File: src/shared/dmc_pkg.sv
// How it works
// - only read holding, write single and write multiple functions are served.
// - the logic command word is written with write single to register 8192.
// - command writes act only while run command origin selects value 5.
// - the logic command register reads back with read holding registers.
// - bit 0 high requests stop, bit 1 high requests start.
// - bit 2 high requests jog, bit 3 high clears active faults.
// - bits 5..4: 01 forward, 10 reverse, 00 and 11 keep direction.
// - newer firmware: bits 6,7 drive opto outputs when their function is 20.
// - bits 9..8: 01 accel rate one, 10 rate two, else no change.
// - bits 11..10: 01 decel rate one, 10 rate two, else no change.
// - bits 14..12 pick frequency source; 000 leaves it unchanged.
// - newer firmware: bit 15 drives the changeover relay when so configured.
// - the speed reference is written with write single to register 8193.
// - the network reference is used while frequency origin selects 5 or bits 14..12 select source 011.
// - the reference register reads back its last written value.
// - the reference is unsigned tenths of a hertz, stored as written.
package dmc_pkg;

  localparam int unsigned CLK_HZ         = 125_000_000;
  localparam int unsigned BAUD_DEFAULT   = 19_200;
  localparam int unsigned CHAR_BITS      = 11;
  localparam int unsigned GAP_HALF_CHARS = 7;

  localparam logic [15:0] REG_LOGIC_CMD   = 16'h2000;
  localparam logic [15:0] REG_SPEED_REF   = 16'h2001;
  localparam logic [15:0] LOGIC_CMD_RESET = 16'h0000;
  localparam logic [15:0] SPEED_REF_RESET = 16'h0000;

  localparam logic [7:0] FC_READ_HOLD  = 8'h03;
  localparam logic [7:0] FC_WRITE_ONE  = 8'h06;
  localparam logic [7:0] FC_WRITE_MANY = 8'h10;
  localparam logic [7:0] EXC_FLAG      = 8'h80;
  localparam logic [7:0] EXC_ILL_FUNC  = 8'h01;
  localparam logic [7:0] EXC_ILL_ADDR  = 8'h02;
  localparam logic [7:0] EXC_ILL_VALUE = 8'h03;
  localparam logic [7:0] BROADCAST_ADDR = 8'h00;

  localparam logic [15:0] MAX_READ_QTY  = 16'h007D;
  localparam logic [15:0] MAX_WRITE_QTY = 16'h007B;
  localparam int unsigned MIN_FRAME     = 4;
  localparam int unsigned LEN_FIXED_REQ = 8;
  localparam int unsigned LEN_MANY_HDR  = 9;
  localparam int unsigned LEN_READ_HDR  = 3;
  localparam int unsigned LEN_ECHO_RSP  = 6;
  localparam int unsigned LEN_EXC_RSP   = 3;

  localparam logic [3:0] SEL_NETWORK_PORT   = 4'h5;
  localparam logic [4:0] OUT_FUNC_NETWORK   = 5'h14;
  localparam logic [4:0] RELAY_FUNC_NETWORK = 5'h14;
  localparam logic [7:0] FW_NEW_MAJOR       = 8'h04;

  localparam logic [1:0] SEL2_ONE  = 2'b01;
  localparam logic [1:0] SEL2_TWO  = 2'b10;
  localparam logic [2:0] FSRC_NONE = 3'b000;
  localparam logic [2:0] FSRC_CONFIGURED = 3'b001;
  localparam logic [2:0] FSRC_NETWORK    = 3'b011;

  localparam logic [15:0] CRC_INIT = 16'hFFFF;
  localparam logic [15:0] CRC_POLY = 16'hA001;
  localparam logic [3:0]  UART_LAST_BIT = 4'h9;

  typedef struct packed {
    logic       relay;
    logic [2:0] freq_src;
    logic [1:0] decel;
    logic [1:0] accel;
    logic       opto2;
    logic       opto1;
    logic [1:0] dir;
    logic       clear_faults;
    logic       jog;
    logic       start;
    logic       stop;
  } dmc_logic_cmd_t;

  function automatic logic [15:0] dmc_crc_byte(input logic [15:0] crc,
                                               input logic [7:0]  data);
    logic [15:0] c;
    c = crc ^ {8'h00, data};
    for (int i = 0; i < 8; i++)
    begin
      c = c[0] ? ((c >> 1) ^ CRC_POLY) : (c >> 1);
    end
    return c;
  endfunction

endpackage

File: src/verilog/dmc_uart_rx.sv
`timescale 1ns/1ps
module dmc_uart_rx
  import dmc_pkg::*;
#(
  parameter int unsigned BIT_CYCLES = CLK_HZ / BAUD_DEFAULT
)
(
  input  wire logic       clk_i,
  input  wire logic       reset_n_i,
  input  wire logic       rx_i,
  output logic [7:0]      data_o,
  output logic            valid_o
);

  localparam int unsigned CW = $clog2(BIT_CYCLES);

  logic          busy_r;
  logic [CW-1:0] cnt_r;
  logic [3:0]    bit_r;
  logic [7:0]    shift_r;

  // first sample lands mid start bit, then one per bit period
  always_ff @(posedge clk_i)
  begin
    if (!reset_n_i)
    begin
      busy_r  <= 1'b0;
      cnt_r   <= '0;
      bit_r   <= 4'h0;
      shift_r <= 8'h00;
      data_o  <= 8'h00;
      valid_o <= 1'b0;
    end
    else
    begin
      valid_o <= 1'b0;
      if (!busy_r)
      begin
        if (!rx_i)
        begin
          busy_r <= 1'b1;
          cnt_r  <= CW'(BIT_CYCLES / 2);
          bit_r  <= 4'h0;
        end
      end
      else if (cnt_r != '0)
      begin
        cnt_r <= cnt_r - 1'b1;
      end
      else
      begin
        cnt_r <= CW'(BIT_CYCLES - 1);
        bit_r <= bit_r + 4'h1;
        if (bit_r == 4'h0)
        begin
          // a start bit gone high by mid bit was a glitch
          if (rx_i)
            busy_r <= 1'b0;
        end
        else if (bit_r == UART_LAST_BIT)
        begin
          busy_r <= 1'b0;
          if (rx_i)
          begin
            data_o  <= shift_r;
            valid_o <= 1'b1;
          end
        end
        else
        begin
          shift_r <= {rx_i, shift_r[7:1]};
        end
      end
    end
  end

endmodule

File: src/verilog/dmc_uart_tx.sv
`timescale 1ns/1ps
module dmc_uart_tx
  import dmc_pkg::*;
#(
  parameter int unsigned BIT_CYCLES = CLK_HZ / BAUD_DEFAULT
)
(
  input  wire logic       clk_i,
  input  wire logic       reset_n_i,
  input  wire logic [7:0] data_i,
  input  wire logic       valid_i,
  input  wire logic       hold_i,
  output logic            ready_o,
  output logic            busy_o,
  output logic            tx_o,
  output logic            oe_n_o
);

  localparam int unsigned CW = $clog2(BIT_CYCLES);

  logic          busy_r;
  logic [CW-1:0] cnt_r;
  logic [3:0]    bit_r;
  logic [8:0]    shift_r;

  assign ready_o = !busy_r;
  assign busy_o  = busy_r;

  always_ff @(posedge clk_i)
  begin
    if (!reset_n_i)
    begin
      busy_r  <= 1'b0;
      cnt_r   <= '0;
      bit_r   <= 4'h0;
      shift_r <= 9'h1FF;
      tx_o    <= 1'b1;
      oe_n_o  <= 1'b1;
    end
    else if (!busy_r)
    begin
      if (valid_i)
      begin
        busy_r  <= 1'b1;
        cnt_r   <= CW'(BIT_CYCLES - 1);
        bit_r   <= 4'h0;
        shift_r <= {1'b1, data_i};
        tx_o    <= 1'b0;
        oe_n_o  <= 1'b0;
      end
    end
    else if (cnt_r != '0)
    begin
      cnt_r <= cnt_r - 1'b1;
    end
    else if (bit_r == UART_LAST_BIT)
    begin
      busy_r <= 1'b0;
      // keep the driver on between bytes of one reply
      oe_n_o <= !hold_i;
    end
    else
    begin
      cnt_r   <= CW'(BIT_CYCLES - 1);
      bit_r   <= bit_r + 4'h1;
      tx_o    <= shift_r[0];
      shift_r <= {1'b1, shift_r[8:1]};
    end
  end

endmodule

File: src/verilog/dmc_cmd_regs.sv
`timescale 1ns/1ps
module dmc_cmd_regs
  import dmc_pkg::*;
#(
  parameter int unsigned BIT_CYCLES = CLK_HZ / BAUD_DEFAULT,
  parameter int unsigned RX_DEPTH   = 16
)
(
  input  wire logic       clk_i,
  input  wire logic       reset_n_i,
  input  wire logic       rx_i,
  input  wire logic [7:0] node_addr_i,
  input  wire logic [3:0] run_command_origin_select_i,
  input  wire logic [3:0] frequency_origin_select_i,
  input  wire logic [4:0] opto_out1_function_select_i,
  input  wire logic [4:0] opto_out2_function_select_i,
  input  wire logic [4:0] relay_function_select_i,
  input  wire logic [7:0] firmware_revision_i,
  output logic            tx_o,
  output logic            tx_oe_n_o,
  output logic            stop_req_o,
  output logic            start_req_o,
  output logic            jog_req_o,
  output logic            clear_faults_o,
  output logic            dir_reverse_o,
  output logic            accel_rate_two_o,
  output logic            decel_rate_two_o,
  output logic [2:0]      freq_source_o,
  output logic            opto_out1_o,
  output logic            opto_out2_o,
  output logic            relay_out_o,
  output logic [15:0]     speed_ref_o,
  output logic            net_ref_in_use_o
);

  // 3.5 character times of silence close a frame
  localparam int unsigned GAP_CYCLES =
    (BIT_CYCLES * CHAR_BITS * GAP_HALF_CHARS + 1) / 2;
  localparam int unsigned GW = $clog2(GAP_CYCLES + 1);
  localparam int unsigned IW = $clog2(RX_DEPTH + 1);

  typedef enum logic [1:0] {
    ST_RECV,
    ST_DECODE,
    ST_SEND,
    ST_DRAIN
  } dmc_state_t;

  typedef enum logic [1:0] {
    RSP_ECHO,
    RSP_READ,
    RSP_EXC
  } dmc_rsp_t;

  function automatic logic in_map(input logic [15:0] start,
                                  input logic [15:0] qty);
    return (start >= REG_LOGIC_CMD) &&
           ({1'b0, start} + {1'b0, qty} <= {1'b0, REG_SPEED_REF} + 17'h1);
  endfunction

  dmc_state_t     state_r;
  logic [7:0]     rx_byte;
  logic           rx_valid;
  logic [7:0]     rxbuf [RX_DEPTH];
  logic [IW-1:0]  rx_cnt_r;
  logic           rx_ovf_r;
  logic [15:0]    rx_crc_r;
  logic [GW-1:0]  gap_r;

  dmc_logic_cmd_t cmd_r;
  logic [15:0]    ref_r;
  logic           opto1_cmd_r;
  logic           opto2_cmd_r;
  logic           relay_cmd_r;

  dmc_rsp_t       rsp_kind_r;
  logic [7:0]     rsp_code_r;
  logic [IW-1:0]  tx_len_r;
  logic [IW-1:0]  tx_idx_r;
  logic [15:0]    tx_crc_r;
  logic [7:0]     tx_byte;
  logic           tx_valid;
  logic           tx_ready;
  logic           tx_busy;

  logic [7:0]     fc;
  logic [15:0]    start;
  logic [15:0]    qty;
  logic           bcast;
  logic           dec_ok;
  dmc_rsp_t       dec_kind;
  logic [7:0]     dec_code;
  logic [IW-1:0]  dec_len;
  logic           wr_cmd;
  logic           wr_ref;
  dmc_logic_cmd_t wr_cmd_val;
  logic [15:0]    wr_ref_val;
  logic           accept;
  logic           run_net;
  logic           fw_new;

  dmc_uart_rx #(
    .BIT_CYCLES (BIT_CYCLES)
  ) u_rx (
    .clk_i     (clk_i),
    .reset_n_i (reset_n_i),
    .rx_i      (rx_i),
    .data_o    (rx_byte),
    .valid_o   (rx_valid)
  );

  dmc_uart_tx #(
    .BIT_CYCLES (BIT_CYCLES)
  ) u_tx (
    .clk_i     (clk_i),
    .reset_n_i (reset_n_i),
    .data_i    (tx_byte),
    .valid_i   (tx_valid),
    .hold_i    (tx_valid),
    .ready_o   (tx_ready),
    .busy_o    (tx_busy),
    .tx_o      (tx_o),
    .oe_n_o    (tx_oe_n_o)
  );

  // frame collection; own echo and bytes during a reply are ignored
  always_ff @(posedge clk_i)
  begin
    if (!reset_n_i)
    begin
      rx_cnt_r <= '0;
      rx_ovf_r <= 1'b0;
      rx_crc_r <= CRC_INIT;
      gap_r    <= '0;
    end
    else if (state_r != ST_RECV)
    begin
      rx_cnt_r <= '0;
      rx_ovf_r <= 1'b0;
      rx_crc_r <= CRC_INIT;
      gap_r    <= '0;
    end
    else if (rx_valid)
    begin
      gap_r    <= '0;
      rx_crc_r <= dmc_crc_byte(rx_crc_r, rx_byte);
      if (rx_cnt_r == IW'(RX_DEPTH))
        rx_ovf_r <= 1'b1;
      else
        rx_cnt_r <= rx_cnt_r + 1'b1;
    end
    else if (gap_r != GW'(GAP_CYCLES))
    begin
      gap_r <= gap_r + 1'b1;
    end
  end

  always_ff @(posedge clk_i)
  begin
    if (state_r == ST_RECV && rx_valid && rx_cnt_r != IW'(RX_DEPTH))
      rxbuf[rx_cnt_r[IW-2:0]] <= rx_byte;
  end

  assign fc    = rxbuf[1];
  assign start = {rxbuf[2], rxbuf[3]};
  assign qty   = {rxbuf[4], rxbuf[5]};
  assign bcast = (rxbuf[0] == BROADCAST_ADDR);

  // request check; a bad crc, foreign address or odd length drops silently
  always_comb
  begin
    dec_ok     = !rx_ovf_r && rx_cnt_r >= IW'(MIN_FRAME) &&
                 rx_crc_r == 16'h0000 &&
                 (bcast || rxbuf[0] == node_addr_i);
    dec_kind   = RSP_ECHO;
    dec_code   = 8'h00;
    dec_len    = IW'(LEN_ECHO_RSP);
    wr_cmd     = 1'b0;
    wr_ref     = 1'b0;
    wr_cmd_val = dmc_logic_cmd_t'({rxbuf[4], rxbuf[5]});
    wr_ref_val = {rxbuf[4], rxbuf[5]};
    case (fc)
      FC_READ_HOLD:
      begin
        dec_ok  = dec_ok && rx_cnt_r == IW'(LEN_FIXED_REQ);
        dec_kind = RSP_READ;
        dec_len = IW'(LEN_READ_HDR) + IW'({qty[1:0], 1'b0});
        if (qty == 16'h0000 || qty > MAX_READ_QTY)
          dec_code = EXC_ILL_VALUE;
        else if (!in_map(start, qty))
          dec_code = EXC_ILL_ADDR;
      end
      FC_WRITE_ONE:
      begin
        dec_ok = dec_ok && rx_cnt_r == IW'(LEN_FIXED_REQ);
        if (!in_map(start, 16'h0001))
          dec_code = EXC_ILL_ADDR;
        else
        begin
          wr_cmd = (start == REG_LOGIC_CMD);
          wr_ref = (start == REG_SPEED_REF);
        end
      end
      FC_WRITE_MANY:
      begin
        if (qty == 16'h0000 || qty > MAX_WRITE_QTY ||
            {8'h00, rxbuf[6]} != {qty[14:0], 1'b0})
          dec_code = EXC_ILL_VALUE;
        else
        begin
          dec_ok = dec_ok && ({8'h00, rxbuf[6]} + 16'(LEN_MANY_HDR) ==
                              16'(rx_cnt_r));
          if (!in_map(start, qty))
            dec_code = EXC_ILL_ADDR;
          else
          begin
            wr_cmd     = (start == REG_LOGIC_CMD);
            wr_ref     = (start == REG_SPEED_REF) || qty[1];
            wr_cmd_val = dmc_logic_cmd_t'({rxbuf[7], rxbuf[8]});
            wr_ref_val = (start == REG_SPEED_REF) ?
                         {rxbuf[7], rxbuf[8]} : {rxbuf[9], rxbuf[10]};
          end
        end
      end
      default:
      begin
        dec_code = EXC_ILL_FUNC;
      end
    endcase
    if (dec_code != 8'h00)
    begin
      dec_kind = RSP_EXC;
      dec_len  = IW'(LEN_EXC_RSP);
      wr_cmd   = 1'b0;
      wr_ref   = 1'b0;
    end
  end

  assign accept  = (state_r == ST_DECODE) && dec_ok;
  assign run_net = (run_command_origin_select_i == SEL_NETWORK_PORT);
  assign fw_new  = (firmware_revision_i >= FW_NEW_MAJOR);

  always_ff @(posedge clk_i)
  begin
    if (!reset_n_i)
    begin
      state_r    <= ST_RECV;
      rsp_kind_r <= RSP_ECHO;
      rsp_code_r <= 8'h00;
      tx_len_r   <= '0;
      tx_idx_r   <= '0;
      tx_crc_r   <= CRC_INIT;
    end
    else
    begin
      unique case (state_r)
        ST_RECV:
        begin
          if (gap_r == GW'(GAP_CYCLES) && rx_cnt_r != '0)
            state_r <= ST_DECODE;
        end
        ST_DECODE:
        begin
          // broadcasts write but never answer
          if (dec_ok && !bcast)
          begin
            state_r    <= ST_SEND;
            rsp_kind_r <= dec_kind;
            rsp_code_r <= dec_code;
            tx_len_r   <= dec_len;
            tx_idx_r   <= '0;
            tx_crc_r   <= CRC_INIT;
          end
          else
            state_r <= ST_RECV;
        end
        ST_SEND:
        begin
          if (tx_ready)
          begin
            tx_idx_r <= tx_idx_r + 1'b1;
            if (tx_idx_r < tx_len_r)
              tx_crc_r <= dmc_crc_byte(tx_crc_r, tx_byte);
            if (tx_idx_r == tx_len_r + 1'b1)
              state_r <= ST_DRAIN;
          end
        end
        ST_DRAIN:
        begin
          if (!tx_busy)
            state_r <= ST_RECV;
        end
      endcase
    end
  end

  assign tx_valid = (state_r == ST_SEND);

  // reply bytes come straight from the request buffer and registers
  always_comb
  begin
    logic [IW-1:0] rel;
    logic [15:0]   word;
    rel  = tx_idx_r - IW'(LEN_READ_HDR);
    // start is one of the two mapped words and qty at most two
    word = (start == REG_LOGIC_CMD && !rel[1]) ?
           16'(cmd_r) : ref_r;
    if (tx_idx_r == tx_len_r)
      tx_byte = tx_crc_r[7:0];
    else if (tx_idx_r == tx_len_r + 1'b1)
      tx_byte = tx_crc_r[15:8];
    else if (tx_idx_r == '0)
      tx_byte = rxbuf[0];
    else if (rsp_kind_r == RSP_EXC)
      tx_byte = (tx_idx_r == IW'(1)) ? (fc | EXC_FLAG) : rsp_code_r;
    else if (rsp_kind_r == RSP_READ && tx_idx_r == IW'(2))
      tx_byte = {qty[6:0], 1'b0};
    else if (rsp_kind_r == RSP_READ && tx_idx_r > IW'(2))
      tx_byte = rel[0] ? word[7:0] : word[15:8];
    else
      tx_byte = rxbuf[tx_idx_r[IW-2:0]];
  end

  // stored as written so the word always reads back
  always_ff @(posedge clk_i)
  begin
    if (!reset_n_i)
      cmd_r <= dmc_logic_cmd_t'(LOGIC_CMD_RESET);
    else if (accept && wr_cmd)
      cmd_r <= wr_cmd_val;
  end

  always_ff @(posedge clk_i)
  begin
    if (!reset_n_i)
      ref_r <= SPEED_REF_RESET;
    else if (accept && wr_ref)
      ref_r <= wr_ref_val;
  end

  assign speed_ref_o = ref_r;

  // one-cycle requests, only when the network owns run control
  always_ff @(posedge clk_i)
  begin
    if (!reset_n_i)
    begin
      stop_req_o     <= 1'b0;
      start_req_o    <= 1'b0;
      jog_req_o      <= 1'b0;
      clear_faults_o <= 1'b0;
    end
    else
    begin
      stop_req_o     <= accept && wr_cmd && run_net &&
                        wr_cmd_val.stop;
      start_req_o    <= accept && wr_cmd && run_net &&
                        wr_cmd_val.start;
      jog_req_o      <= accept && wr_cmd && run_net &&
                        wr_cmd_val.jog;
      clear_faults_o <= accept && wr_cmd && run_net &&
                        wr_cmd_val.clear_faults;
    end
  end

  // direction, rate and source selections change only on a code that names a choice; opto and relay bits follow each write while run origin is 5
  always_ff @(posedge clk_i)
  begin
    if (!reset_n_i)
    begin
      dir_reverse_o    <= 1'b0;
      accel_rate_two_o <= 1'b0;
      decel_rate_two_o <= 1'b0;
      freq_source_o    <= FSRC_CONFIGURED;
      opto1_cmd_r      <= 1'b0;
      opto2_cmd_r      <= 1'b0;
      relay_cmd_r      <= 1'b0;
    end
    else if (accept && wr_cmd && run_net)
    begin
      if (wr_cmd_val.dir == SEL2_ONE)
        dir_reverse_o <= 1'b0;
      else if (wr_cmd_val.dir == SEL2_TWO)
        dir_reverse_o <= 1'b1;
      if (wr_cmd_val.accel == SEL2_ONE)
        accel_rate_two_o <= 1'b0;
      else if (wr_cmd_val.accel == SEL2_TWO)
        accel_rate_two_o <= 1'b1;
      if (wr_cmd_val.decel == SEL2_ONE)
        decel_rate_two_o <= 1'b0;
      else if (wr_cmd_val.decel == SEL2_TWO)
        decel_rate_two_o <= 1'b1;
      if (wr_cmd_val.freq_src != FSRC_NONE)
        freq_source_o <= wr_cmd_val.freq_src;
      opto1_cmd_r <= wr_cmd_val.opto1;
      opto2_cmd_r <= wr_cmd_val.opto2;
      relay_cmd_r <= wr_cmd_val.relay;
    end
  end

  // older firmware never drives the auxiliary outputs from the word
  always_ff @(posedge clk_i)
  begin
    if (!reset_n_i)
    begin
      opto_out1_o      <= 1'b0;
      opto_out2_o      <= 1'b0;
      relay_out_o      <= 1'b0;
      net_ref_in_use_o <= 1'b0;
    end
    else
    begin
      opto_out1_o <= fw_new && opto1_cmd_r &&
        opto_out1_function_select_i == OUT_FUNC_NETWORK;
      opto_out2_o <= fw_new && opto2_cmd_r &&
        opto_out2_function_select_i == OUT_FUNC_NETWORK;
      relay_out_o <= fw_new && relay_cmd_r &&
        relay_function_select_i == RELAY_FUNC_NETWORK;
      net_ref_in_use_o <=
        frequency_origin_select_i == SEL_NETWORK_PORT ||
        freq_source_o == FSRC_NETWORK;
    end
  end

endmodule

File: config.mk
export PLATFORM = sky130hd
export DESIGN_NAME = dmc_cmd_regs
export DESIGN_NICKNAME = d
export VERILOG_FILES = /design/src/shared/dmc_pkg.sv /design/src/verilog/dmc_uart_rx.sv /design/src/verilog/dmc_uart_tx.sv /design/src/verilog/dmc_cmd_regs.sv
export SDC_FILE = /design/constraint.sdc
export NUM_CORES = 1
export LEC_CHECK = 0
export CAP_MARGIN = 20
export CORE_MARGIN = 2
export CORE_UTILIZATION = 25
export CTS_BUF_LIST = sky130_fd_sc_hd__clkbuf_4 sky130_fd_sc_hd__clkbuf_8
export CTS_CLUSTER_DIAMETER = 100
export DETAILED_ROUTE_END_ITERATION = 6
export DONT_BUFFER_PORTS = 1
export PLACE_DENSITY = 0.35
export SETUP_SLACK_MARGIN = 0.15
export SYNTH_ARGS = -nofsm -noshare
export SYNTH_HDL_FRONTEND = slang
export SYNTH_SLANG_ARGS = --single-unit
File: constraint.sdc
create_clock -name clk_i -period 5.66 [get_ports clk_i]
set_input_delay 0.566 -clock clk_i [delete_from_list [all_inputs] [get_ports clk_i]]
set_output_delay 0.566 -clock clk_i [all_outputs]
set_load 0.05 [all_outputs]
## Yosys cells after proc, flatten, opt, wreduce, memory -nomap -nowiden

Memories as Yosys holds them, arrays and structs flattened. A register that Yosys moved wholly into a read port is not among the register bits.
Index checks and enable logic that the tools add are counted.

| word-level totals | value |
|---|---|
| memories | 1 |
| output and inout port bits | 32 |
| logic and storage cells | 330 |
| memory bits (read-only) | 0 |
| bits in writable memories | 128 |
| register bits after elaboration | 191 |
| latch bits | 0 |
| input bits | 42 |

Memories:

| name | words | bits a word | read ports | clocked after memory_dff | write ports | line | source |
|---|---|---|---|---|---|---|---|
| rxbuf | 16 | 8 | 12 | 1 | 1 | dmc_cmd_regs.sv:64 | `logic [7:0] rxbuf [RX_DEPTH];` |

| operators by class | value |
|---|---|
| mux-type cells | 111 |
| magnitude comparators | 9 |
| bitwise operators | 24 |
| add/subtract/negate cells | 13 |
| reduce and logical (&&, ||, !) cells | 75 |
| multiply operators | 0 |
| div/mod/pow operators | 0 |
| equal/unequal tests | 48 |
| shift-type cells | 0 |

Operator list:

| kind | count |
|---|---|
| $mux 16 | 27 |
| $mux 13 | 7 |
| $mux 8 | 9 |
| $not 2->3 | 16 |
| $mux 4 | 10 |
| $mux 9 | 4 |
| $mux 1 | 35 |
| $le 17x14->1 const B | 2 |
| $eq 16x14->1 const B | 2 |
| $gt 16x7->1 const B | 2 |
| $logic_not 16->1 | 2 |
| $pmux 16 s2 | 1 |
| $xor 16x8->16 | 2 |
| $logic_and 1x1->1 | 28 |
| $reduce_bool 13->1 | 2 |
| $sub 13x1->13 const B | 2 |
| $pmux 8 s3 | 1 |
| $eq 5x5->1 const B | 4 |
| $add 18x1->18 const B | 1 |
| $eq 18x18->1 const B | 1 |
| $mux 2 | 9 |
| $ne 18x18->1 const B | 1 |
| $reduce_and 2->1 | 9 |
| $add 16x1->17 const B | 1 |
| 51 further kinds | 102 |

## Logic depth before layout (Yosys ltp)

Gate-level depths: netlist of run 1.

| logic depth | value |
|---|---|
| depth in word-level cells | 31 |
| gate-level depth with buffers | 18 |
| gate-level depth less buffers | 17 |

## Modules after synthesis

A second synthesis of run 1 with hierarchy kept.

| unflattened totals | value |
|---|---|
| cells, all modules | 1,630 |
| area total of the unflattened synthesis | 16,474.6 µm² |

By module, submodules not included:

| module | times used | cells each | sequential area each (µm²) | area each (µm²) |
|---|---|---|---|---|
| dmc_cmd_regs | 1 | 1,280 | 6,326.1 | 13,371.6 |
| dmc_uart_rx | 1 | 188 | 700.7 | 1,701.6 |
| dmc_uart_tx | 1 | 162 | 560.5 | 1,401.3 |

## Worst setup path before layout of run 1

OpenSTA, ideal clock, no wires.

| timing | value |
|---|---|
| kind | reg-to-reg |
| start | memory rxbuf[5][0] |
| end | register dir_reverse_o |
| arrival time | 4.305 ns |
| period minus slack after synthesis | 4.433 ns |
| stages on the path, launching flop included | 19 |
| buffers on the path | 1 |
| path slack | 1.227 ns |
| library setup time | 0.128 ns |
| data required time | 5.532 ns |
| path through | edfxtp_1 > ha_1 > inv_1 > fa_1 > nor2b_1 > o21ai_1 > a21boi_1 > o21ai_1 > and2b_1 > xnor2_1 > or4_1 > a2111oi_4 > o211a_1 > buf_2 > mux2_2 > ha_1 > a211oi_1 > mux2i_1 > nor2_1 |

RTL lines:

| what | line | source |
|---|---|---|
| start, declared | dmc_cmd_regs.sv:64 |  |
| end signal, assigned | dmc_cmd_regs.sv:371 | `dir_reverse_o <= 1'b0;` |
| end signal, assigned | dmc_cmd_regs.sv:382 | `dir_reverse_o <= 1'b0;` |
| end signal, assigned | dmc_cmd_regs.sv:384 | `dir_reverse_o <= 1'b1;` |
| end, declared | dmc_cmd_regs.sv:25 | `output logic dir_reverse_o,` |

==> impl_metrics.toml, run 1 <==
[run_status]
run_status = "finished clean"

[sta]
final.min_clock_period_ns = 4.91
setup_viol_count_final = 0
final.hold.worst_slack_ns = 0.0787
finalCritPeriodShare_pct = 86.8
max_freq_mhz = 204
rsz0062_at_grt = "no"
clock_skew_ns = 0.0338
worst_slew_margin_rel_pct = 29.5
fin_tns_setup_ns = 0
worst_slew_pin_slew_ns = 1.05
final-max-slew-violation-count = 0
finalHoldViolCount = 0
postLayoutSetupSlackWorst_ns = 0.747

[yosys]
syn_inst = 1583
synth.area.top_cells = "sky130_fd_sc_hd__edfxtp_1 (23%), sky130_fd_sc_hd__dfxtp_1 (23%), sky130_fd_sc_hd__nor2_1 (4.0%)"
post_synthesis_instance_area_um2 = 16500
synth_sequential_area_ratio_pct = 46.0
synth_top_flop_cell = "sky130_fd_sc_hd__dfxtp_1"
synth.avg_cell_area_um2 = 10.4
flip_flop_and_latch_count_after_synthesis = 315
synth_top_cell_area_share_pct = 23.3
synthDistinctLibCells = 96
synthesis.nets = 1673
async_flop_share_pct = 0
yosysWarningCount = 0
synth_largest_area_cell = "sky130_fd_sc_hd__edfxtp_1"
synth_edf_count = 128

[global_routing]
grt_remaining_overflow = 0
wire_length_of_the_first_global_routing_pass_mm = 85.3
groute.usage.overall_pct = 17.0
grt_start_max_net_pins = 61
grt_pass1_vias = 12300
antenna_violations_before_repair = 3

[route]
dr.pass1.iters = 5
route.antenna.remaining_nets = 0
wl_mm = 57.9
routedWlPerCell_um = 22.9
remaining_drc_errors = 0
routed_via_density = 5.03
vias = 12700
detailedRoute.firstIterationViolations = 882

[finish]
layout.filler_cells = 6803
finish.utilization_pct = 28.7
final_cell_count_no_fill = 2530
syn_to_final_growth_pct = 14.1
top_library_cells_by_usage_in_the_layout_fill_and_taps_aside = "sky130_fd_sc_hd__dfxtp_1 (187), sky130_fd_sc_hd__nor2_1 (176), sky130_fd_sc_hd__nand2_1 (136)"
final_layout_size_suffix_gt1_share_pct = 12.4
final_common_cell = "sky130_fd_sc_hd__dfxtp_1"
layout.nets = 1704

[clock_network]
htree_levels = 2
post_cts_resized = 0
root_buffer = "sky130_fd_sc_hd__clkbuf_8"
clk_latency_ns = 0.67
clock_net_sink_count = 315
clock_path_buffers = 3
clk_pin_slew_worst_paths_ns = 0.06
postCtsHoldBufs = 9
cts_setup_buffers = 0
cts_buffers = 59
cts_tree = "built"

[worst_setup_path]
setup.worst_path.end_class = "register"
crit_path_max_fanout = 22
timing_worst_setup_path_type = "reg -> reg"
worstSetupStartpointType = "register"
critical_path_data_required_time_ns = 6.18
critPathArrivalTime_ns = 5.44

[run]
cap_viol_max_count = 0

[die]
dieHeight_um = 261
design.portCount = 74
placeableCoreArea_um2 = 65500
effective_utilization_at_floorplan_pct = 25.2
floorplan.die.width_um = 261
floorplan.die_area_um2 = 68000
rows = 94

[power_and_ir_drop]
cellPowerDensity_nw_per_um2 = 257
maximum_resistive_drop_on_vdd_mv = 0.156
p_leak_nw = 6.80

[place]
detailedPlacementHpwl_mm = 41.6
io_buffer_count = 0
placement.setup.worst_slack_ns = 0.777
gp_congestion = 0.884
dpl.cell_count = 2407

[hold_path]
worstHoldPathType = "in -> reg"
==> state kept, by name (all words and copies together) (netlist names), 3 cells and up, named ones only <==
register	count
rxbuf	128
gap_r	18
cmd_r	16
rx_crc_r	16
speed_ref_o	16
tx_crc_r	16
u_rx.cnt_r	13
u_tx.cnt_r	13
u_rx.data_o	8
u_rx.shift_r	8
u_tx.shift_r	8
rx_cnt_r	5
tx_idx_r	5
tx_len_r	4
u_rx.bit_r	4
u_tx.bit_r	4
freq_source_o	3
==> worst max-delay path, cell delays in order, from the launching register on <==
cell,delay (ns)
sky130_fd_sc_hd__edfxtp_1,0.48
sky130_fd_sc_hd__ha_1,0.22
sky130_fd_sc_hd__inv_1,0.06
sky130_fd_sc_hd__fa_1,0.40
sky130_fd_sc_hd__nor2b_1,0.12
sky130_fd_sc_hd__o21ai_1,0.09
sky130_fd_sc_hd__a21boi_1,0.22
sky130_fd_sc_hd__o21ai_1,0.13
sky130_fd_sc_hd__and2b_1,0.19
sky130_fd_sc_hd__xnor2_1,0.11
sky130_fd_sc_hd__or4_1,0.60
sky130_fd_sc_hd__a2111oi_4,0.52
sky130_fd_sc_hd__o211a_1,0.34
sky130_fd_sc_hd__buf_4,0.32
sky130_fd_sc_hd__a21oi_1,0.15
sky130_fd_sc_hd__ha_1,0.31
sky130_fd_sc_hd__a211oi_1,0.22
sky130_fd_sc_hd__mux2i_1,0.24
sky130_fd_sc_hd__nor2_1,0.05
==> per-layer routing <==
metal  global-route usage [%]  part of all wire [%]
met3                     2.77                   5.0
met1                     23.1                    46
met4                     4.89                   2.4
met2                     27.6                    47
met5                        0                     0
==> final timing paths <==
| path | endpoint | from | cells past startpoint | slack [ns] |
|---|---|---|---|---|
| worst max register to register | accel_rate_two_o | rxbuf[3][0] | 18 | 0.75 |
| worst min-delay path | freq_source_o[1] | reset_n_i | 2 | 0.08 |
| worst min register to register | u_tx.shift_r[5] | u_tx.shift_r[6] | 2 | 0.47 |
| worst max-delay path | accel_rate_two_o | rxbuf[3][0] | 18 | 0.75 |
==> Yosys cell counts (6+ instances only) <==
cell type                   instances
sky130_fd_sc_hd__nor4_1            22
sky130_fd_sc_hd__ha_1              47
sky130_fd_sc_hd__mux4_1            17
sky130_fd_sc_hd__clkbuf_1          37
sky130_fd_sc_hd__buf_4             11
sky130_fd_sc_hd__dfxtp_1          187
sky130_fd_sc_hd__edfxtp_1         128
sky130_fd_sc_hd__nand2_1          136
sky130_fd_sc_hd__o21ai_1            7
sky130_fd_sc_hd__mux2_2            13
sky130_fd_sc_hd__nand4_1           19
sky130_fd_sc_hd__xor2_1            51
sky130_fd_sc_hd__buf_2             15
sky130_fd_sc_hd__a311oi_1           9
sky130_fd_sc_hd__a21o_1             9
sky130_fd_sc_hd__nor3_1            39
sky130_fd_sc_hd__nand2b_1          31
sky130_fd_sc_hd__mux4_2            25
sky130_fd_sc_hd__o21ai_0           56
sky130_fd_sc_hd__o2111ai_1          6
sky130_fd_sc_hd__or4_1              7
sky130_fd_sc_hd__nand3_1           38
sky130_fd_sc_hd__o211ai_1          13
sky130_fd_sc_hd__nor2_1           176
sky130_fd_sc_hd__inv_1             45
sky130_fd_sc_hd__and2_1             8
sky130_fd_sc_hd__a21oi_1           85
sky130_fd_sc_hd__nand3b_1           9
sky130_fd_sc_hd__xnor2_1           50
sky130_fd_sc_hd__o21a_1             6
sky130_fd_sc_hd__a211oi_1          34
sky130_fd_sc_hd__a31oi_1           12
sky130_fd_sc_hd__or3_1             12
sky130_fd_sc_hd__and3_1            13
sky130_fd_sc_hd__o22ai_1           15
sky130_fd_sc_hd__mux2i_1           64
sky130_fd_sc_hd__nor2b_1           15
==> per-stage QoR <==
stage / power (mW) / area, um^2
6_report: 4.83 / 18800
5_1_grt: 5.03 / 18800
4_1_cts: 4.93 / 18800
3_5_place_dp: 2.50 / 17400
3_3_place_gp: 2.50 / 17400
2_1_floorplan: 2.48 / 16500
==> final cells by class <==
cell class | instances | area, um^2 | area share, %
multi-input cells | 1149 | 8330 | 44.3
clock inverters | 22 | 165 | 0.878
inverters | 45 | 170 | 0.905
flip-flops and latches | 315 | 7590 | 40.4
diodes | 1 | 2.50 | 0.0133
clock buffers | 90 | 1090 | 5.82
repair buffers | 44 | 369 | 1.96
well taps | 864 | 1080 | 5.75
==> where the power goes <==
group | leakage [nW] | switching (mW) | internal (mW)
Combinational | 3.12 | 0.0585 | 0.0322
Clock | 0.676 | 1.04 | 1.33
Sequential | 3.00 | 0.0156 | 2.36
Total | 6.80 | 1.12 | 3.71
==> cell families (layout without fill, tap and decap cells) <==
kind of cell / Yosys count / after routing / synth area share (%)
AO/OA/AOI/OAI: 316 / 316 / 13.1
adder cells (fa/ha/maj): 48 / 48 / 3.69
flip-flops: 315 / 315 / 46.0
buffers and inverters: 119 / 201 / 3.52
other: 0 / 1 / 0
XOR/XNOR: 104 / 104 / 5.70
AND/OR/NAND/NOR: 561 / 561 / 17.0
multiplexers: 120 / 120 / 11.0
Note: power is estimated with default switching activity, not from simulation.
==> run 2: changes to the inputs <==
--- a/config.mk
+++ b/config.mk
@@ -5,10 +5,11 @@
 export SDC_FILE = /design/constraint.sdc
 export NUM_CORES = 1
 export LEC_CHECK = 0
+export ABC_CLOCK_PERIOD_IN_PS = 5660
 export CAP_MARGIN = 20
 export CORE_MARGIN = 2
 export CORE_UTILIZATION = 25
-export CTS_BUF_LIST = sky130_fd_sc_hd__clkbuf_4 sky130_fd_sc_hd__clkbuf_8
+export CTS_BUF_LIST = sky130_fd_sc_hd__clkbuf_4
 export CTS_CLUSTER_DIAMETER = 100
 export DETAILED_ROUTE_END_ITERATION = 6
 export DONT_BUFFER_PORTS = 1
==> run 2 against run 1 <==
Net effect: sequential share of layout area about the same; die area unchanged; via count is 0.79% higher; clock skew is 0.035 ns higher.
==> impl_metrics.toml, run 2 (synthesis gave the netlist of run 1 again) <==
[sta]
worst_slew_margin_rel_pct = 29.7
final-max-slew-violation-count = 0
clock_skew_ns = 0.0683
fin_tns_setup_ns = 0
max_freq_mhz = 203
worst_slew_pin_slew_ns = 1.05
final.min_clock_period_ns = 4.92
finalHoldViolCount = 0
finalCritPeriodShare_pct = 87.0
setup_viol_count_final = 0
rsz0062_at_grt = "no"
postLayoutSetupSlackWorst_ns = 0.736
final.hold.worst_slack_ns = 0.169

[route]
routedWlPerCell_um = 22.2
route.antenna.remaining_nets = 0
remaining_drc_errors = 0
wl_mm = 57.4
detailedRoute.firstIterationViolations = 861
dr.pass1.iters = 5
vias = 12800
routed_via_density = 4.95

[global_routing]
grt_remaining_overflow = 0
antenna_violations_before_repair = 3
grt_start_max_net_pins = 61
wire_length_of_the_first_global_routing_pass_mm = 85.3
grt_pass1_vias = 12700
groute.usage.overall_pct = 17.0

[finish]
final_layout_size_suffix_gt1_share_pct = 14.6
largest_register_ffs = 128
finish.utilization_pct = 28.7
layout.filler_cells = 6829
top_library_cells_by_usage_in_the_layout_fill_and_taps_aside = "sky130_fd_sc_hd__dfxtp_1 (187), sky130_fd_sc_hd__nor2_1 (176), sky130_fd_sc_hd__clkbuf_4 (137)"
layout.nets = 1741
finished_cell_area_um2 = 18800
syn_to_final_growth_pct = 14.1
final_common_cell = "sky130_fd_sc_hd__dfxtp_1"
multi_input_area_um2 = 8330
area_occupied_by_registers_um2 = 7590
final_cell_count_no_fill = 2589

[worst_setup_path]
critical_path_data_required_time_ns = 6.34
timing.critical_path.slowest_stage_cell = "sky130_fd_sc_hd__or4_1"
timing_worst_setup_path_type = "reg -> reg"
setup.worst_path.end_class = "register"
crit_path_max_fanout = 22
critPathMaxStageDelay_ns = 0.59
timing.critical_path.cells = "ha_1 -> inv_1 -> fa_1 -> nor2b_1 -> o21ai_1 -> a21boi_1 -> o21ai_1 -> and2b_1 -> xnor2_1 -> or4_1 -> a2111oi_4 -> o211a_1 -> buf_4 -> a21oi_1 -> ha_1 -> a211oi_1 -> mux2i_1 -> nor2_1"
critPathArrivalTime_ns = 5.61
worstSetupStartpointType = "register"

[die]
floorplan.die_area_um2 = 68000
design.portCount = 74
placeableCoreArea_um2 = 65500
dieHeight_um = 261
rows = 94
floorplan.die.width_um = 261
effective_utilization_at_floorplan_pct = 25.2

[clock_network]
clock_net_sink_count = 315
clk_latency_ns = 0.84
cts_buffers = 92
cts_setup_buffers = 0
clk_pin_slew_worst_paths_ns = 0.06
htree_levels = 3
root_buffer = "sky130_fd_sc_hd__clkbuf_4"
clock_path_buffers = 3
cts_tree = "built"

[place]
detailedPlacementHpwl_mm = 41.6
placed_cell_area_um2 = 17400
placement.setup.worst_slack_ns = 0.777
io_buffer_count = 0
dpl.cell_count = 2407
gp_congestion = 0.884

[power_and_ir_drop]
cellPowerDensity_nw_per_um2 = 251
p_leak_nw = 6.86
total_power_mw = 4.73
maximum_resistive_drop_on_vdd_mv = 0.111

[run_status]
run_status = "finished clean"

[run]
cap_viol_max_count = 0

[hold_path]
worstHoldPathType = "in -> reg"
==> run 2: critical path: cells and delay by family, from the launching register on <==
family | cells | cell delay, ns
AO/OA/AOI/OAI | 7 | 1.65
adder cells (fa/ha/maj) | 3 | 0.95
AND/OR/NAND/NOR | 4 | 0.94
flip-flops | 1 | 0.48
buffers and inverters | 2 | 0.38
multiplexers | 1 | 0.24
XOR/XNOR | 1 | 0.11
==> run 2: cell type report <==
class	count	area share, %
timing repair buffer	48	2.22
antenna	2	0.0266
tap	864	5.75
clock inverter	29	0.985
sequential	315	40.3
multi-input combinational	1149	44.3
clock buffer	137	5.47
inverter	45	0.905
==> run 2: worst paths after layout <==
check                                 startpoint          endpoint  slack, ns  cells after the start
setup / recovery                     rxbuf[3][0]  accel_rate_two_o       0.74                     18
hold / removal    run_command_origin_select_i[1]       opto2_cmd_r       0.17                      4
setup reg to reg                     rxbuf[3][0]  accel_rate_two_o       0.74                     18
hold reg to reg                  u_tx.shift_r[6]   u_tx.shift_r[5]       0.47                      2
==> run 2: repair_timing <==
item | 4_1_cts | 5_1_grt
endpoints found under the hold margin | 48 | 0
hold buffers | 13 | 0
setup endpoints to repair | 0 | 0
gates resized for setup | 0 | 0
==> run 2: report_power, final <==
part           internal (mW)  switching [mW]
clock                   1.20            1.06
sequential              2.35          0.0157
combinational         0.0333          0.0586
==> run 2: per-layer routing <==
metal,GRT usage (%),wire [um]
met5,0,0
met4,5.83,1250
met3,3.19,3060
met2,27.4,26800
met1,22.7,26300
==> run 3: changes to the inputs <==
--- a/config.mk
+++ b/config.mk
@@ -17,4 +17,5 @@
 export SETUP_SLACK_MARGIN = 0.15
 export SYNTH_ARGS = -nofsm -noshare
 export SYNTH_HDL_FRONTEND = slang
+export SYNTH_HIERARCHICAL = 1
 export SYNTH_SLANG_ARGS = --single-unit
==> run 3 against run 2 <==
Net effect: clock power barely moved; total power increased by 0.33%; clock skew increased by 0.028 ns; maximum frequency decreased by 0.60%; critical path depth decreased by 3; worst hold slack lost 0.049 ns; flip-flop and latch count is the same; largest cell class unchanged.
==> impl_metrics.toml, run 3 <==
[yosys]
post_synthesis_instance_area_um2 = 16500
async_flop_share_pct = 0
synthDistinctLibCells = 97
synth.avg_cell_area_um2 = 10.1
yosysMostFrequentCell = "sky130_fd_sc_hd__dfxtp_1"
synthesis.nets = 1722
synth_commonest_cells = "sky130_fd_sc_hd__dfxtp_1 (187), sky130_fd_sc_hd__nand2_1 (171), sky130_fd_sc_hd__nor2_1 (154)"
synth_top_flop_cell = "sky130_fd_sc_hd__dfxtp_1"
synth_top_cell_area_share_pct = 23.3
yosysWarningCount = 6
synth_largest_area_cell = "sky130_fd_sc_hd__edfxtp_1"
synth_edf_count = 128
synth.area.top_cells = "sky130_fd_sc_hd__edfxtp_1 (23%), sky130_fd_sc_hd__dfxtp_1 (23%), sky130_fd_sc_hd__mux4_2 (5.1%)"
syn_inst = 1630
synth_sequential_area_ratio_pct = 46.1
flip_flop_and_latch_count_after_synthesis = 315

[finish]
layout.filler_cells = 6871
top_library_cells_by_usage_in_the_layout_fill_and_taps_aside = "sky130_fd_sc_hd__dfxtp_1 (186), sky130_fd_sc_hd__nand2_1 (171), sky130_fd_sc_hd__nor2_1 (154)"
final_common_cell = "sky130_fd_sc_hd__dfxtp_1"
finish.utilization_pct = 29.0
multi_input_area_um2 = 8410
final_layout_size_suffix_gt1_share_pct = 15.4
layout.nets = 1802
area_occupied_by_registers_um2 = 7590
largest_register_ffs = 128
finished_cell_area_um2 = 19000
syn_to_final_growth_pct = 15.1

[die]
dieHeight_um = 261
placeableCoreArea_um2 = 65500
design.portCount = 74
floorplan.die.width_um = 261
effective_utilization_at_floorplan_pct = 25.1
rows = 94
floorplan.die_area_um2 = 68000

[worst_setup_path]
worstSetupStartpointType = "register"
timing.critical_path.slowest_stage_cell = "sky130_fd_sc_hd__or4b_2"
critical_path.n_buffers_inverters = 1
path_delay_family = "simple AND/OR/NAND/NOR gates"
critPathMaxStageDelay_ns = 0.67
timing_worst_setup_path_type = "reg -> reg"
critPathArrivalTime_ns = 5.72
critical_path_data_required_time_ns = 6.42
crit_path_max_fanout = 7
setup.worst_path.end_class = "register"
cpMostUsedCell = "sky130_fd_sc_hd__xor2_1"
timing.critical_path.cells = "inv_1 -> ha_1 -> or4b_2 -> nor4_4 -> mux4_1 -> mux2_1 -> a21oi_1 -> o31a_1 -> xor2_1 -> xor2_1 -> xnor3_1 -> nand2_2 -> xnor2_1 -> o2bb2ai_1 -> nand2_1"

[route]
dr_wl_met2_mm = 27.4
detailedRoute.firstIterationViolations = 1044
routedWlPerCell_um = 22.7
wl_mm = 60.2
routed_via_density = 5.01
remaining_drc_errors = 0
vias = 13300
route.met3.wl_mm = 3.03
dr.pass1.iters = 7
topRoutingLayerUsed = "met4"
m1WireLength_mm = 28.3
route.antenna.remaining_nets = 0

[power_and_ir_drop]
p_leak_nw = 6.63
maximum_resistive_drop_on_vdd_mv = 0.109
cellPowerDensity_nw_per_um2 = 250

[sta]
finalCritPeriodShare_pct = 87.5
rsz0062_at_grt = "no"
final.hold.worst_slack_ns = 0.120
max_freq_mhz = 202
fin_tns_setup_ns = 0
worst_slew_pin_slew_ns = 0.956
final.min_clock_period_ns = 4.95
worst_slew_margin_rel_pct = 36.0
clock_skew_ns = 0.0958
finalHoldViolCount = 0
setup_viol_count_final = 0
final-max-slew-violation-count = 0

[clock_network]
root_buffer = "sky130_fd_sc_hd__clkbuf_4"
post_cts_resized = 0
postCtsHoldBufs = 14
htree_levels = 3
clock_net_sink_count = 315
cts_tree = "built"
clk_pin_slew_worst_paths_ns = 0.06
clock_path_buffers = 3
cts_buffers = 95
clk_latency_ns = 0.90
cts_setup_buffers = 0

[place]
io_buffer_count = 0
gp_congestion = 0.840
placed_cell_area_um2 = 17600
detailedPlacementHpwl_mm = 42.3

[run]
cap_viol_max_count = 0

[global_routing]
antenna_violations_before_repair = 5
grt_remaining_overflow = 0
grt_pass1_vias = 13100
wire_length_of_the_first_global_routing_pass_mm = 88.5
groute.usage.overall_pct = 17.7
grt_start_max_net_pins = 95

[run_status]
run_status = "finished clean"

[hold_path]
worstHoldPathType = "in -> reg"
## run 3: cell count changes after synthesis, moves of 8 or more
cell / change
sky130_fd_sc_hd__xnor2_1: +13
sky130_fd_sc_hd__nand2_1: +35
sky130_fd_sc_hd__clkbuf_1: +21
sky130_fd_sc_hd__a211oi_1: -18
sky130_fd_sc_hd__nor3_1: +8
sky130_fd_sc_hd__a31oi_1: +8
sky130_fd_sc_hd__mux4_2: +12
sky130_fd_sc_hd__buf_4: -10
sky130_fd_sc_hd__nor2_1: -22
sky130_fd_sc_hd__mux4_1: -13
sky130_fd_sc_hd__nand2b_1: -18
sky130_fd_sc_hd__o21ai_1: +20
sky130_fd_sc_hd__mux2i_1: -12
## run 3: stage by stage
stage,setup slack (ns),std cells,power (mW)
floorplan,0.868,1630,2.49
detailed placement,0.725,2463,2.50
global route,0.483,2654,4.97
finish,0.706,2654,4.74
CTS,0.695,2652,4.84
global placement,0.720,2463,2.50
## run 3: final timing paths
kind / start / to / slack, ns / depth (start not counted)
max: tx_idx_r[1] / tx_crc_r[15] / 0.71 / 15
min reg2reg: u_rx/cnt_r[6] / u_rx/cnt_r[6] / 0.47 / 2
max reg2reg: tx_idx_r[1] / tx_crc_r[15] / 0.71 / 15
min: rx_i / u_rx/busy_r / 0.12 / 3
## run 3: cell families after synthesis
| logic type | Yosys count | share of synthesized area [%] |
|---|---|---|
| and+or+nand+nor | 595 | 18.4 |
| DFF | 315 | 46.1 |
| AOI/OAI and AO/OA | 333 | 13.0 |
| adders and majority gates | 50 | 3.84 |
| xor gates and xnor gates | 111 | 6.03 |
| buffers and inverters | 120 | 2.97 |
| muxes | 106 | 9.74 |
## run 3: final cells by class
| type | instances | share of cell area, % |
|---|---|---|
| Antenna cell | 2 | 0.0264 |
| Clock buffer | 136 | 5.38 |
| Clock inverter | 39 | 1.08 |
| Inverter | 46 | 0.910 |
| Multi-Input combinational cell | 1195 | 44.4 |
| Sequential cell | 315 | 40.0 |
| Tap cell | 864 | 5.70 |
| Timing Repair Buffer | 57 | 2.53 |
## run 3: worst reg2reg max path: cells and delay by family (launching register included)
family / cells / cell delay, ns
DFF: 1 / 0.48
and+or+nand+nor: 4 / 1.28
muxes: 2 / 0.94
adders and majority gates: 1 / 0.39
buffers and inverters: 1 / 0.13
xor gates and xnor gates: 4 / 1.05
AOI/OAI and AO/OA: 3 / 0.56
## run 3: layer usage
metal | global-route usage [%] | vias up
met2 | 27.6 | 381
met5 | 0 | -
met3 | 3.62 | 109
li1 | - | 6262
met4 | 5.51 | 0
met1 | 24.5 | 6534
## run 3: power breakdown
part	internal, mW	switching [mW]	total (mW)
Sequential	2.35	0.0164	2.37
Combinational	0.0363	0.0686	0.105
Clock	1.16	1.11	2.27
Total	3.55	1.19	4.74
